$ cat config.mk
export PLATFORM = sky130hd
export DESIGN_NAME = fec_controller
export DESIGN_NICKNAME = d
export VERILOG_FILES = /design/src/hdl/fec_pkg.sv /design/src/hdl/fec_lock_check.sv /design/src/hdl/fec_timer.sv /design/src/hdl/fec_controller.sv
export VERILOG_INCLUDE_DIRS = /design/src /design/src/hdl
export SDC_FILE = /design/constraint.sdc
export NUM_CORES = 1
export LEC_CHECK = 0
export ABC_AREA = 1
export BUFFER_PORTS_ARGS = -buffer_cell sky130_fd_sc_hd__clkbuf_2
export CAP_MARGIN = 15
export CORE_UTILIZATION = 55
export CTS_CLUSTER_SIZE = 16
export DETAILED_ROUTE_END_ITERATION = 10
export PLACE_DENSITY = 0.73
export SLEW_MARGIN = 20
export SYNTH_ARGS = -nofsm -noshare
export SYNTH_HDL_FRONTEND = slang
export SYNTH_SLANG_ARGS = --single-unit
export TNS_END_PERCENT = 1
$ cat constraint.sdc
create_clock -name i_clock -period 21 [get_ports i_clock]
set_clock_uncertainty 0.15 [all_clocks]
set_input_delay 4.2 -clock i_clock [delete_from_list [all_inputs] [get_ports i_clock]]
set_output_delay 4.2 -clock i_clock [all_outputs]
set_load 0.01 [all_outputs]
$ cat src/hdl/fec_regs.svh
`ifndef FEC_REGS_SVH
`define FEC_REGS_SVH
// ****************************************
// register offsets
// ****************************************
`define FEC_ADDR_LOW_OFS 8'hAC
`define FEC_ADDR_HIGH_OFS 8'hAD
`define FEC_CONTROL_OFS 8'hAE
`define FEC_WDATA_OFS 8'hAF
`define FEC_TIMING_OFS 8'hAB
// ****************************************
// control fields
// ****************************************
`define FEC_CTL_BUSY 7
`define FEC_CTL_SWP 6
`define FEC_CTL_CRD 4
`define FEC_CTL_WRITE 1
`define FEC_CTL_ERASE 0
`define FEC_CTL_RW_MASK 8'h3C
// ****************************************
// lock byte fields
// ****************************************
`define FEC_LOCK_BOOT 4
`define FEC_LOCK_SIZE_HI 3
`define FEC_LOCK_SIZE_LO 1
`define FEC_LOCK_DBG 0
`define FEC_LOCK_RSV_MASK 8'hE0
`define FEC_INFO_LOCK_ADDR 13'h0000
// ****************************************
// reset values and timing
// ****************************************
`define FEC_TIMING_RST 6'h2A
`define FEC_ERASE_TIME_MS 20
`define FEC_WRITE_TIME_US 20
`define FEC_CLK_MHZ 200
`define FEC_ERASE_CYCLES (`FEC_ERASE_TIME_MS * 1000 * `FEC_CLK_MHZ)
`define FEC_WRITE_CYCLES (`FEC_WRITE_TIME_US * `FEC_CLK_MHZ)
`define FEC_TIMING_REF 42
`endif

$ cat src/hdl/fec_pkg.sv
package fec_pkg;
    typedef enum logic [5:0] {
        FEC_IDLE = 6'h01,
        FEC_ERASE = 6'h02,
        FEC_ARM = 6'h04,
        FEC_COLLECT = 6'h08,
        FEC_PROG = 6'h10,
        FEC_DONE = 6'h20
    } fec_state_t;
    typedef logic [7:0] fec_byte_t;
endpackage

$ cat src/hdl/fec_lock_check.sv
`timescale 1ns/10ps
`include "fec_regs.svh"
// combinational protection check of one page against the lock byte
module fec_lock_check
    import fec_pkg::*;
(
    // lock byte and page
    input wire logic [7:0] i_lock,
    input wire logic [5:0] i_page,
    // result
    output logic o_protected
);
    logic [2:0] size;
    logic upper;
    always_comb begin
        size = i_lock[`FEC_LOCK_SIZE_HI:`FEC_LOCK_SIZE_LO];
        case (size)
            3'h0: upper = 1'b1;
            3'h1: upper = i_page >= 6'd32;
            3'h2: upper = i_page >= 6'd48;
            3'h3: upper = i_page >= 6'd56;
            3'h4: upper = i_page >= 6'd60;
            3'h5: upper = i_page >= 6'd62;
            3'h6: upper = i_page == 6'd63;
            default: upper = 1'b0;
        endcase
        // boot page protected by its own bit, or by size 000 covering all
        o_protected = upper || ((i_page == 6'h00) && !i_lock[`FEC_LOCK_BOOT]);
    end
endmodule

$ cat src/hdl/fec_timer.sv
`timescale 1ns/10ps
`include "fec_regs.svh"
// timing generator: cycle count scaled by the timing value against the reference
module fec_timer
    import fec_pkg::*;
#(
    parameter int ERASE_CYCLES = `FEC_ERASE_CYCLES
) (
    // clock and reset
    input wire logic i_clock,
    input wire logic i_rst_b,
    // control
    input wire logic i_start,
    input wire logic i_erase,
    input wire logic [5:0] i_timing,
    // status
    output logic o_done
);
    logic [31:0] cnt_q, cnt_d;
    logic run_q, run_d;
    logic done_q, done_d;
    // a lower timing value (slower cpu) shortens the span in our clock
    function automatic logic [31:0] scale(input logic [31:0] cyc, input logic [5:0] t);
        logic [37:0] p;
        p = 38'(cyc) * 38'(t);
        scale = 32'(p / 38'(`FEC_TIMING_REF)) + 32'd1;
    endfunction
    always_comb begin
        cnt_d = cnt_q;
        run_d = run_q;
        done_d = 1'b0;
        if (i_start) begin
            run_d = 1'b1;
            cnt_d = i_erase ? scale(32'(ERASE_CYCLES), i_timing)
                            : scale(32'(`FEC_WRITE_CYCLES), i_timing);
        end else if (run_q) begin
            if (cnt_q <= 32'd1) begin
                run_d = 1'b0;
                done_d = 1'b1;
            end else begin
                cnt_d = cnt_q - 32'd1;
            end
        end
    end
    always_ff @(posedge i_clock or negedge i_rst_b) begin
        if (!i_rst_b) begin
            cnt_q <= 32'h0;
            run_q <= 1'b0;
            done_q <= 1'b0;
        end else begin
            cnt_q <= cnt_d;
            run_q <= run_d;
            done_q <= done_d;
        end
    end
    assign o_done = done_q;
endmodule

$ cat src/hdl/fec_controller.sv
`timescale 1ns/10ps
`include "fec_regs.svh"
// Functional notes
// - erase start erases page from high bits 6:1
// - erase and write together: erase first
// - control bit 7 reads busy
// - erase held about 20 ms
// - stall flash fetch during operation
// - lock byte written once, debug only
// - lock byte at info zero, bits 7:5 reserved
// - boot lock bit 4 protects page 0
// - lock size protects upper pages
// - debug lock bit 0 disables debug
// - lock byte written via data, info page selected
// - timing from 6-bit timing value
// - timing value resets to 0x2A
// - dma trigger after each word committed
// - bit 6 busy during single word write
// - bit 4 keeps read enables on
// - start bits read zero, write starts
// - data forwarded only after write start
// - address splits into page, row, location
// - array write every four bytes
// - 64 pages of 2048 bytes
module fec_controller
    import fec_pkg::*;
#(
    parameter int ERASE_CYCLES = `FEC_ERASE_CYCLES
) (
    // clock and reset
    input wire logic i_clock,
    input wire logic i_rst_b,
    // special-function register port
    input wire logic i_reg_wr,
    input wire logic i_reg_rd,
    input wire logic [7:0] i_reg_addr,
    input wire logic [7:0] i_reg_wdata,
    output logic [7:0] o_reg_rdata,
    // cpu fetch side
    input wire logic i_fetch_from_flash,
    output logic o_fetch_stall,
    // debug side
    input wire logic i_dbg_access,
    input wire logic i_dbg_info_page,
    input wire logic i_chip_erase,
    output logic o_dbg_enable,
    // dma
    output logic o_dma_trigger,
    // flash array
    output logic o_flash_erase,
    output logic o_flash_prog,
    output logic o_flash_info,
    output logic [5:0] o_flash_page,
    output logic [2:0] o_flash_row,
    output logic [5:0] o_flash_word,
    output logic [31:0] o_flash_wdata,
    output logic o_flash_read_en
);
    // ****************************************
    // registers
    // ****************************************
    fec_state_t state_q, state_d;
    fec_byte_t addr_lo_q, addr_lo_d, addr_hi_q, addr_hi_d;
    fec_byte_t ctl_q, ctl_d, wdata_q, wdata_d, lock_q, lock_d;
    logic [5:0] timing_q, timing_d;
    logic [1:0] bcnt_q, bcnt_d;
    logic [31:0] word_q, word_d;
    logic pend_wr_q, pend_wr_d, info_q, info_d, lock_used_q, lock_used_d;
    logic stall_q, stall_d, dma_q, dma_d, erase_q, erase_d, prog_q, prog_d;
    logic [7:0] rdata_q, rdata_d;
    logic rden_q, rden_d;
    logic tim_start, tim_erase, tim_done, prot, busy;
    logic [5:0] page;
    logic [12:0] loc;
    logic wr_ctl, wr_data;

    function automatic logic hit(input logic [7:0] a, input logic [7:0] ofs);
        hit = (a == ofs);
    endfunction

    assign page = addr_hi_q[6:1];
    assign loc = {addr_hi_q[0], addr_lo_q, 4'h0} >> 2;
    assign busy = (state_q != FEC_IDLE);
    assign wr_ctl = i_reg_wr && hit(i_reg_addr, `FEC_CONTROL_OFS);
    assign wr_data = i_reg_wr && hit(i_reg_addr, `FEC_WDATA_OFS);

    fec_lock_check u_lock (
        .i_lock(lock_q),
        .i_page(page),
        .o_protected(prot)
    );

    fec_timer #(.ERASE_CYCLES(ERASE_CYCLES)) u_timer (
        .i_clock(i_clock),
        .i_rst_b(i_rst_b),
        .i_start(tim_start),
        .i_erase(tim_erase),
        .i_timing(timing_q),
        .o_done(tim_done)
    );

    // ****************************************
    // sequencer
    // ****************************************
    always_comb begin
        state_d = state_q;
        addr_lo_d = addr_lo_q;
        addr_hi_d = addr_hi_q;
        ctl_d = ctl_q;
        wdata_d = wdata_q;
        timing_d = timing_q;
        bcnt_d = bcnt_q;
        word_d = word_q;
        pend_wr_d = pend_wr_q;
        info_d = info_q;
        lock_d = lock_q;
        lock_used_d = lock_used_q;
        dma_d = 1'b0;
        erase_d = 1'b0;
        prog_d = 1'b0;
        tim_start = 1'b0;
        tim_erase = 1'b0;
        if (i_reg_wr) begin
            if (hit(i_reg_addr, `FEC_ADDR_LOW_OFS)) addr_lo_d = i_reg_wdata;
            if (hit(i_reg_addr, `FEC_ADDR_HIGH_OFS)) addr_hi_d = i_reg_wdata;
            if (hit(i_reg_addr, `FEC_TIMING_OFS)) timing_d = i_reg_wdata[5:0];
            if (hit(i_reg_addr, `FEC_CONTROL_OFS)) begin
                ctl_d = (ctl_q & ~`FEC_CTL_RW_MASK) | (i_reg_wdata & `FEC_CTL_RW_MASK);
            end
            if (hit(i_reg_addr, `FEC_WDATA_OFS)) wdata_d = i_reg_wdata;
        end
        if (i_chip_erase) begin
            lock_used_d = 1'b0;
            lock_d = 8'hFF;
        end
        case (state_q)
            FEC_IDLE: begin
                if (wr_ctl && i_reg_wdata[`FEC_CTL_ERASE]) begin
                    state_d = FEC_ERASE;
                    pend_wr_d = i_reg_wdata[`FEC_CTL_WRITE];
                    tim_start = 1'b1;
                    tim_erase = 1'b1;
                    erase_d = !prot;
                end else if (wr_ctl && i_reg_wdata[`FEC_CTL_WRITE]) begin
                    state_d = FEC_ARM;
                end
            end
            FEC_ERASE: begin
                erase_d = !prot && !tim_done;
                if (tim_done) begin
                    state_d = pend_wr_q ? FEC_ARM : FEC_IDLE;
                    pend_wr_d = 1'b0;
                end
            end
            FEC_ARM: begin
                // first dma request once write mode is entered
                dma_d = 1'b1;
                bcnt_d = 2'd0;
                // a debug-locked part must not reach the info page
                info_d = i_dbg_access && i_dbg_info_page && lock_q[`FEC_LOCK_DBG];
                state_d = FEC_COLLECT;
            end
            FEC_COLLECT: begin
                if (wr_data) begin
                    word_d = {i_reg_wdata, word_q[31:8]};
                    bcnt_d = bcnt_q + 2'd1;
                    if (bcnt_q == 2'd3) begin
                        state_d = FEC_PROG;
                        tim_start = 1'b1;
                    end
                end
            end
            FEC_PROG: begin
                // info page writes to location zero land in the lock byte, once per chip erase
                prog_d = !tim_done && !info_q && !prot;
                if (tim_done) begin
                    if (info_q && i_dbg_access && !lock_used_q
                        && (loc == `FEC_INFO_LOCK_ADDR)) begin
                        lock_d = word_q[7:0] & ~`FEC_LOCK_RSV_MASK;
                        lock_used_d = 1'b1;
                    end
                    addr_lo_d = addr_lo_q + 8'h04;
                    if (addr_lo_q >= 8'hFC) addr_hi_d = addr_hi_q + 8'h01;
                    dma_d = 1'b1;
                    state_d = FEC_DONE;
                end
            end
            FEC_DONE: begin
                // words continue: the next byte stream is collected without a new start, until any control write here or one clearing the write bit between words
                state_d = FEC_COLLECT;
                if (wr_ctl && !i_reg_wdata[`FEC_CTL_WRITE]) state_d = FEC_IDLE;
                if (!wr_data && i_reg_wr && hit(i_reg_addr, `FEC_CONTROL_OFS)) begin
                    state_d = FEC_IDLE;
                end
            end
            default: state_d = FEC_IDLE;
        endcase
        if (state_q == FEC_COLLECT && wr_ctl && !i_reg_wdata[`FEC_CTL_WRITE]
            && bcnt_q == 2'd0) begin
            state_d = FEC_IDLE;
        end
    end

    // ****************************************
    // status, fetch stall and read port
    // ****************************************
    always_comb begin
        stall_d = i_fetch_from_flash && (state_d == FEC_ERASE || state_d == FEC_PROG);
        // registered so the pin never glitches with the fetch input
        rden_d = ctl_d[`FEC_CTL_CRD] || i_fetch_from_flash;
        rdata_d = 8'h00;
        if (i_reg_rd) begin
            case (1'b1)
                hit(i_reg_addr, `FEC_ADDR_LOW_OFS): rdata_d = addr_lo_d;
                hit(i_reg_addr, `FEC_ADDR_HIGH_OFS): rdata_d = addr_hi_d;
                hit(i_reg_addr, `FEC_WDATA_OFS): rdata_d = wdata_d;
                hit(i_reg_addr, `FEC_TIMING_OFS): rdata_d = {2'b00, timing_d};
                hit(i_reg_addr, `FEC_CONTROL_OFS): begin
                    rdata_d = ctl_d & `FEC_CTL_RW_MASK;
                    rdata_d[`FEC_CTL_BUSY] = (state_d != FEC_IDLE);
                    rdata_d[`FEC_CTL_SWP] = (state_d == FEC_PROG);
                end
                default: rdata_d = 8'h00;
            endcase
        end
    end

    always_ff @(posedge i_clock or negedge i_rst_b) begin
        if (!i_rst_b) begin
            state_q <= FEC_IDLE;
            addr_lo_q <= 8'h00;
            addr_hi_q <= 8'h00;
            ctl_q <= 8'h00;
            wdata_q <= 8'h00;
            timing_q <= `FEC_TIMING_RST;
            bcnt_q <= 2'd0;
            word_q <= 32'h0;
            pend_wr_q <= 1'b0;
            info_q <= 1'b0;
            lock_q <= 8'hFF;
            lock_used_q <= 1'b0;
            stall_q <= 1'b0;
            dma_q <= 1'b0;
            erase_q <= 1'b0;
            prog_q <= 1'b0;
            rdata_q <= 8'h00;
            rden_q <= 1'b0;
        end else begin
            state_q <= state_d;
            addr_lo_q <= addr_lo_d;
            addr_hi_q <= addr_hi_d;
            ctl_q <= ctl_d;
            wdata_q <= wdata_d;
            timing_q <= timing_d;
            bcnt_q <= bcnt_d;
            word_q <= word_d;
            pend_wr_q <= pend_wr_d;
            info_q <= info_d;
            lock_q <= lock_d;
            lock_used_q <= lock_used_d;
            stall_q <= stall_d;
            dma_q <= dma_d;
            erase_q <= erase_d;
            prog_q <= prog_d;
            rdata_q <= rdata_d;
            rden_q <= rden_d;
        end
    end

    assign o_reg_rdata = rdata_q;
    assign o_fetch_stall = stall_q;
    assign o_dbg_enable = lock_q[`FEC_LOCK_DBG];
    assign o_dma_trigger = dma_q;
    assign o_flash_erase = erase_q;
    assign o_flash_prog = prog_q;
    assign o_flash_info = info_q;
    assign o_flash_page = addr_hi_q[6:1];
    assign o_flash_row = {addr_hi_q[0], addr_lo_q[7:6]};
    assign o_flash_word = addr_lo_q[5:0];
    assign o_flash_wdata = word_q;
    assign o_flash_read_en = rden_q;
endmodule

==> results.cfg, run 1 <==
[grt]
gr-usage-all-layers = 0.291
grt_pass1_vias = 15482
grt_start_max_net_pins = 73
grt_antenna_before_repair = 0
grt_pass1_wl_um = 73800
grt_overflow_total = 0

[critical_path]
cpLargestDelayFamily = simple AND/OR/NAND/NOR gates
cp_slowest_cell = nor3_1
cpMostUsedCell = nand2_2
endpoint_kind = register
path_max_fanout = 15
startpoint_type = input port
arrival_ns = 19.81
required_ns = 21.16
critPathKind = input port to register
critPathBufInv = 14
slowest_delay_ns = 0.34

[synthesis]
synth_fp_nets = 2626
synth_top_area_frac = 0.182
synth_edf_count = 0
netlist_instances = 2531
yosys_warnings = 0
synthArstFlopShare = 1.00
synth-seq-area-share = 0.196
ys_top_cells_by_area = dfrtp_1 18%, nand2_1 14%, inv_1 7.4%
ys_seq_elements = 129
syn_area_per_cell_um2 = 6.53
yosys_most_used_dff = dfrtp_1
ys_types = 75
synth.largest_area_cell = dfrtp_1
syn_area_um2 = 16500

[die]
io_pins = 86
initial_utilization = 0.558
core_area_um2 = 29600
rows = 63
die_x_um = 175
die_area_um2 = 30800
die_h_um = 175

[place]
place.gp.congestion = 0.966
hpwl_um = 35600
place_ws_ns = -0.360
io_buffers = 85
dpl-instance-area_um2 = 17300

[cts]
clk_path_buf_depth = 2
clk_pin_slew_ns = 0.06
htree_levels = 4
root_buffer = clkbuf_16
cts_tree = yes
clock_latency_ns = 0.43
cts_buffers = 17
cts_hold_buf = 0
cts.sinks = 129

[layout]
fin_nets = 2754
drive_gt1_frac = 0.252
fillers = 2775
syn_to_final_growth_pct = 11.5
antenna_cells = 0
design_area_um2 = 18400

[timing]
fin_ws_ns = 1.35
slew_viol_final = 0
period_needed_ns = 19.65
finalCritPeriodShare = 0.936
setup_viol_count_final = 0
hold_viol_final = 0
slew_headroom = 0.334
fmaxAchievable_mhz = 50.9
timing.hold.ws_ns = 0.328
tightestPinTransition_ns = 0.998
setup_tns_ns = 0

[worst_hold_path]
holdCritPathClass = register to register

[routing]
wl_um = 45100
drt_iter0_markers = 1416
drt-met1-wl_um = 19600
ant_nets = 0
drc = 0
dr_wl_met2_um = 21600
met3_wirelength_um = 2820
drt_pass1_iterations = 6
vias = 16797
wire_per_inst_um = 14.7
routed.top_layer = met4
routed_via_density = 5.49

[flow_run]
drv_cap = 0

[outcome]
status = finished, final reports clean
==> sequential cells by signal (all words and copies together) (netlist names), 2 cells and up <==
| name | count |
|---|---|
| o_flash_wdata | 32 |
| u_timer.cnt_q | 32 |
| addr_hi_q | 8 |
| addr_lo_q | 8 |
| o_reg_rdata | 8 |
| wdata_q | 8 |
| state_q | 6 |
| timing_q | 6 |
| lock_q | 5 |
| ctl_q | 4 |
| bcnt_q | 2 |
==> cells in the final DEF (no fill, tap or decap), types with 30 or more instances in the layout <==
cell type	n
dfrtp_1	120
inv_1	328
nand2_4	66
nor2_2	31
clkbuf_2	84
nand2_2	169
nor3_1	30
a21oi_1	71
xor2_1	45
nor2_1	178
o21ai_0	117
nand4_1	77
nand2_1	616
ha_1	55
nand3_1	224
buf_4	62
inv_2	51
nand3_2	49
==> logic make-up after synthesis <==
kind of cell               synth area share
muxes                              0.000605
xor gates and xnor gates             0.0360
adders and majority gates            0.0610
DFF                                   0.196
and+or+nand+nor                       0.488
buffers and inverters                 0.115
AOI/OAI and AO/OA                     0.103
==> layout make-up <==
| cell class | count | area [um2] | share of cell area |
|---|---|---|---|
| well taps | 390 | 488 | 0.0265 |
| flip-flops and latches | 129 | 3240 | 0.176 |
| clock buffers | 18 | 429 | 0.0233 |
| clock inverters | 14 | 134 | 0.00726 |
| multi-input cells | 1958 | 11700 | 0.633 |
| inverters | 406 | 1580 | 0.0855 |
| repair buffers | 147 | 897 | 0.0486 |
==> synth_stat cells, types with 12 or more instances <==
cell type	count
nand2_1	627
inv_1	328
nand3_1	233
nor2_1	184
nand2_2	166
dfrtp_1	120
o21ai_0	118
nand4_1	77
a21oi_1	74
nand2_4	60
ha_1	55
inv_2	51
xor2_1	45
nand3_2	44
nor2_2	30
nor3_1	30
xnor2_1	18
nor2_4	17
fa_1	16
o21ai_1	16
clkbuf_1	14
nand3_4	14
nor4_1	13
buf_4	12
==> through the flow <==
stage,utilization,instances
after floorplan,-,2531
after global placement,0.582,2984
after detailed placement,0.582,2984
after CTS,0.601,3016
after global routing,0.622,3062
final,0.622,3062
==> routing by layer <==
layer	up-vias	track usage
met5	-	0
met4	0	0.0859
met3	94	0.0465
met2	517	0.497
met1	7762	0.377
li1	8424	-
==> timing repair <==
item                       4_1_cts  5_1_grt
setup endpoints to repair        0       23
buffers inserted                 0       44
resized for setup                0       56
==> worst paths after layout <==
kind                                     from                end  slack (ns)  cells after the start
worst max-delay path            i_reg_addr[0]  u_timer.cnt_q[20]        1.35                    140
worst min register to register   o_flash_info       o_flash_prog        0.33                      1
min in group asynchronous             i_rst_b        timing_q[4]        3.68                      1
max in group asynchronous             i_rst_b  o_flash_wdata[30]       15.61                      2
worst max register to register    timing_q[1]  u_timer.cnt_q[20]        2.61                    146
worst min-delay path             o_flash_info       o_flash_prog        0.33                      1
Power of run 1 is left out: the tool's default activity adds up to more than one toggle a clock period on the data nets, which glitch-free logic cannot reach.
==> run 2: changes to the inputs <==
- ABC_AREA: 1 -> default
==> results.cfg, run 2 <==
[grt]
grt_antenna_before_repair = 0
gr-usage-all-layers = 0.326
grtUsageMet3 = 0.0450
gr-usage-met1 = 0.419
grt_pass1_wl_um = 77400
top_usage_layer = met2
grt_overflow_total = 0
met2_usage = 0.549
grt_pass1_vias = 16012
grt_start_max_net_pins = 71

[critical_path]
arrival_ns = 20.84
cp_slowest_cell = or4_1
endpoint_kind = register
slowest_delay_ns = 0.55
cpMostUsedCell = buf_4
startpoint_type = input port
required_ns = 21.16
path_max_fanout = 11
critPathKind = input port to register

[timing]
tightestPinTransition_ns = 1.05
hold_viol_final = 0
finalCritPeriodShare = 0.985
slew_viol_final = 0
setup_tns_ns = 0
slew_headroom = 0.301
setup_viol_count_final = 0
fmaxAchievable_mhz = 48.4
period_needed_ns = 20.68

[outcome]
status = finished, final reports clean

[synthesis]
synth_edf_count = 0
synth-seq-area-share = 0.210
syn_area_um2 = 15400
ys_seq_elements = 129
synth_top_area_frac = 0.195
synth_fp_nets = 2121
synthArstFlopShare = 1.00
synth.largest_area_cell = dfrtp_1
yosys_warnings = 0
yosys_most_used_dff = dfrtp_1
synth_common_cells = 284 x nand2_1, 203 x nor2_1, 129 x a21oi_1
ys_types = 130
synth.most_common_cell = nand2_1
syn_area_per_cell_um2 = 7.62
netlist_instances = 2026
ys_top_cells_by_area = dfrtp_1 19%, nand2_1 6.9%, nor2_1 4.9%

[die]
rows = 60
io_pins = 86
initial_utilization = 0.566
die_area_um2 = 28700
core_area_um2 = 27300
die_x_um = 169
die_h_um = 169

[cts]
cts_tree = yes
cts_buffers = 17
clk_path_buf_depth = 2
htree_levels = 4
root_buffer = clkbuf_16
cts.sinks = 129
clock_latency_ns = 0.43
clk_pin_slew_ns = 0.07

[place]
io_buffers = 85
place.gp.congestion = 0.931
hpwl_um = 35400

[routing]
drt_pass1_iterations = 7
drc = 0
wl_um = 49900
routed_via_density = 6.30
wire_per_inst_um = 18.2
drt_iter0_markers = 1589
ant_nets = 0
vias = 17242

[layout]
drive_gt1_frac = 0.297
fin_nets = 2446
final_common_cell = buf_4
antenna_cells = 0
syn_to_final_growth_pct = 30.3
layout_common_cells = 306 x buf_4, 279 x nand2_1, 193 x nor2_1

[flow_run]
drv_cap = 0

[worst_hold_path]
holdCritPathClass = register to register
-- run 2: worst max-delay path: cells and delay by family --
family	cells	cell delay, ns
adders and majority gates	3	0.68
muxes	4	1.08
buffers and inverters	13	1.73
xor gates and xnor gates	2	0.32
AOI/OAI and AO/OA	39	9.15
and+or+nand+nor	15	3.63
-- run 2: cell type report --
| type | instances | area, um2 |
|---|---|---|
| tap | 372 | 465 |
| fill | 2057 | 7140 |
| clock buffer | 17 | 425 |
| inverter | 89 | 334 |
| clock inverter | 15 | 159 |
| multi-input combinational | 1702 | 12400 |
| timing repair buffer | 412 | 3050 |
| sequential | 129 | 3240 |
-- run 2: stage by stage --
stage               cells  setup slack (ns)  cell area, um2  utilization  hold WS, ns
CTS                  2681            0.0191           18500        0.681        0.337
global placement     2649            -0.278           18000        0.659        0.303
finish               2736             0.322           20100        0.738        0.333
floorplan            2026           0.00279           15500            -        0.286
global route         2736            -0.353           20100        0.738        0.357
detailed placement   2649            -0.647           18000        0.659        0.312
-- run 2: cells by family (layout without fill, tap and decap cells) --
logic type / count (synthesis) / in the layout / share of synthesized area
muxes: 58 / 58 / 0.0414
adders and majority gates: 80 / 80 / 0.0714
and+or+nand+nor: 823 / 823 / 0.253
AOI/OAI and AO/OA: 621 / 621 / 0.298
buffers and inverters: 195 / 533 / 0.0554
xor gates and xnor gates: 120 / 120 / 0.0710
DFF: 129 / 129 / 0.210
-- run 2: worst paths after layout --
kind                                   from  slack, ns  cells past startpoint                 to
min                        o_flash_wdata[6]       0.33                      2   o_flash_wdata[6]
min reg2reg                o_flash_wdata[6]       0.33                      2   o_flash_wdata[6]
max in group asynchronous           i_rst_b      15.81                      2  u_timer.cnt_q[25]
min in group asynchronous           i_rst_b       3.61                      1        lock_used_q
max reg2reg                     timing_q[3]       0.96                     82  u_timer.cnt_q[18]
max                           i_reg_addr[4]       0.32                     76  u_timer.cnt_q[18]
-- run 2: per-layer routing --
metal	wire length [um]	share of wire
met1	21100	0.42
met2	24400	0.49
met3	2760	0.055
met4	1680	0.034
met5	0	0
-- run 2: timing repair --
item / in CTS / in global routing
pin swaps: 1 / 89
endpoints found under the setup margin: 5 / 23
gates cloned: 0 / 4
buffers inserted: 0 / 52
resized for setup: 3 / 209
hold buffers: 0 / 0
Power of run 2 is left out for the same reason.
==> run 3: changes to the inputs <==
- BUFFER_PORTS_ARGS: -buffer_cell sky130_fd_sc_hd__clkbuf_2 -> -buffer_cell sky130_fd_sc_hd__buf_2
- SLEW_MARGIN: 20 -> 10
==> results.cfg, run 3 (same netlist as run 2, synthesis figures left out) <==
[outcome]
status = finished, final reports clean

[place]
place.gp.congestion = 0.950
io_buffers = 85
hpwl_um = 36700
placedCellCount = 2718
place_ws_ns = -0.414
dpl-instance-area_um2 = 18400

[die]
core_area_um2 = 27300
die_h_um = 169
initial_utilization = 0.566
io_pins = 86
rows = 60
die_area_um2 = 28700
die_x_um = 169

[routing]
drc = 0
wl_um = 50500
routed_via_density = 6.27
drt_iter0_markers = 1658
vias = 17576
wire_per_inst_um = 18.0
drt_pass1_iterations = 6
ant_nets = 0

[layout]
layout_common_cells = 384 x buf_4, 280 x nand2_1, 194 x nor2_1
postLayoutCoreUtil = 0.751
design_area_um2 = 20500
stdcell_count = 2805
syn_to_final_growth_pct = 32.6
final_common_cell = buf_4
fillers = 2008
fin_nets = 2514
drive_gt1_frac = 0.317

[critical_path]
worstReg2RegStart = timing_q[3]
cpMostUsedCell = buf_4
crit_path_end = u_timer.cnt_q[16]
reg2reg_depth = 87
startpoint_type = input port
critPathKind = input port to register
arrival_ns = 20.83
r2r_slack_ns = 0.90
startpoint = i_reg_addr[6]
cp_slowest_cell = or4_1
regToRegEndpoint = u_timer.cnt_q[16]
path_max_fanout = 10
required_ns = 21.14
endpoint_kind = register
slowest_delay_ns = 0.52

[timing]
fmaxAchievable_mhz = 48.3
period_needed_ns = 20.69
slew_headroom = 0.253
rsz0062_at_grt = true
setup_viol_count_final = 0
hold_viol_final = 0
finalCritPeriodShare = 0.985
slew_viol_final = 0
tightestPinTransition_ns = 1.11
fin_ws_ns = 0.312

[cts]
root_buffer = clkbuf_16
clk_pin_slew_ns = 0.07
htree_levels = 4
cts_tree = yes
clock_latency_ns = 0.43
cts_buffers = 17
cts.sinks = 129
cts_hold_buf = 0
clk_path_buf_depth = 2

[grt]
gr-usage-all-layers = 0.334
grt_pass1_vias = 16477
grt_overflow_total = 0
grt_pass1_wl_um = 79200
grt_antenna_before_repair = 1
grt_start_max_net_pins = 69

[worst_hold_path]
holdCritPathClass = register to register
hold_start = o_flash_wdata[5]

[flow_run]
drv_cap = 0
==> run 3: changes by cell type in the layout (fill, tap and decap cells not counted), moves of 3 or more <==
cell      previous run  this run
buf_2                0        84
clkbuf_2            84         0
buf_4              306       384
buf_12               6         1
a21oi_4              7         4
a311oi_2             1         4
a311oi_4             3         0
a31oi_1             15        18
and2_2               3         0
inv_8                6         3
mux2i_4              4         1
==> run 3: worst max-delay path, delay by kind of cell <==
family | cells | cell delay, ns
AOI/OAI and AO/OA | 34 | 7.58
and+or+nand+nor | 16 | 3.73
buffers and inverters | 19 | 2.83
muxes | 3 | 1.00
adders and majority gates | 4 | 0.90
xor gates and xnor gates | 4 | 0.56
==> run 3: layout make-up <==
type	instances	area, um2	area share
diodes	1	2.50	0.000122
flip-flops and latches	129	3240	0.158
multi-input cells	1702	12400	0.605
well taps	372	465	0.0227
inverters	89	337	0.0164
clock buffers	17	425	0.0208
clock inverters	15	170	0.00831
repair buffers	480	3450	0.168
==> run 3: timing repair <==
action | CTS | global route
gates cloned | 0 | 1
hold endpoints to repair | 0 | 0
resized for setup | 5 | 194
pin swaps | 0 | 77
buffers inserted | 0 | 52
setup endpoints to repair | 3 | 23
==> run 3: metal layers <==
metal  up-vias  global-route usage  part of all wire
met3       120              0.0452             0.062
li1       8262                   -                 -
met1      8467               0.426              0.42
met2       727               0.582              0.49
met4         0               0.111             0.029
met5         -                   0                 0
==> run 3: worst min path at each step <==
stage / cells past startpoint / endpoint / slack [ns]
floorplan: 2 / ctl_q[3] / 0.29
global placement: 2 / o_flash_wdata[6] / 0.30
detailed placement: 2 / o_flash_wdata[7] / 0.33
CTS: 2 / ctl_q[2] / 0.34
global route: 1 / wdata_q[4] / 0.36
finish: 2 / o_flash_wdata[5] / 0.35
==> run 3: through the flow <==
step,hold slack (ns),TNS [ns]
final,0.349,0
after floorplan,0.286,0
after detailed placement,0.326,-2.12
after global routing,0.358,-2.15
after CTS,0.341,0
after global placement,0.305,-0.300
Power of run 3 is left out for the same reason.
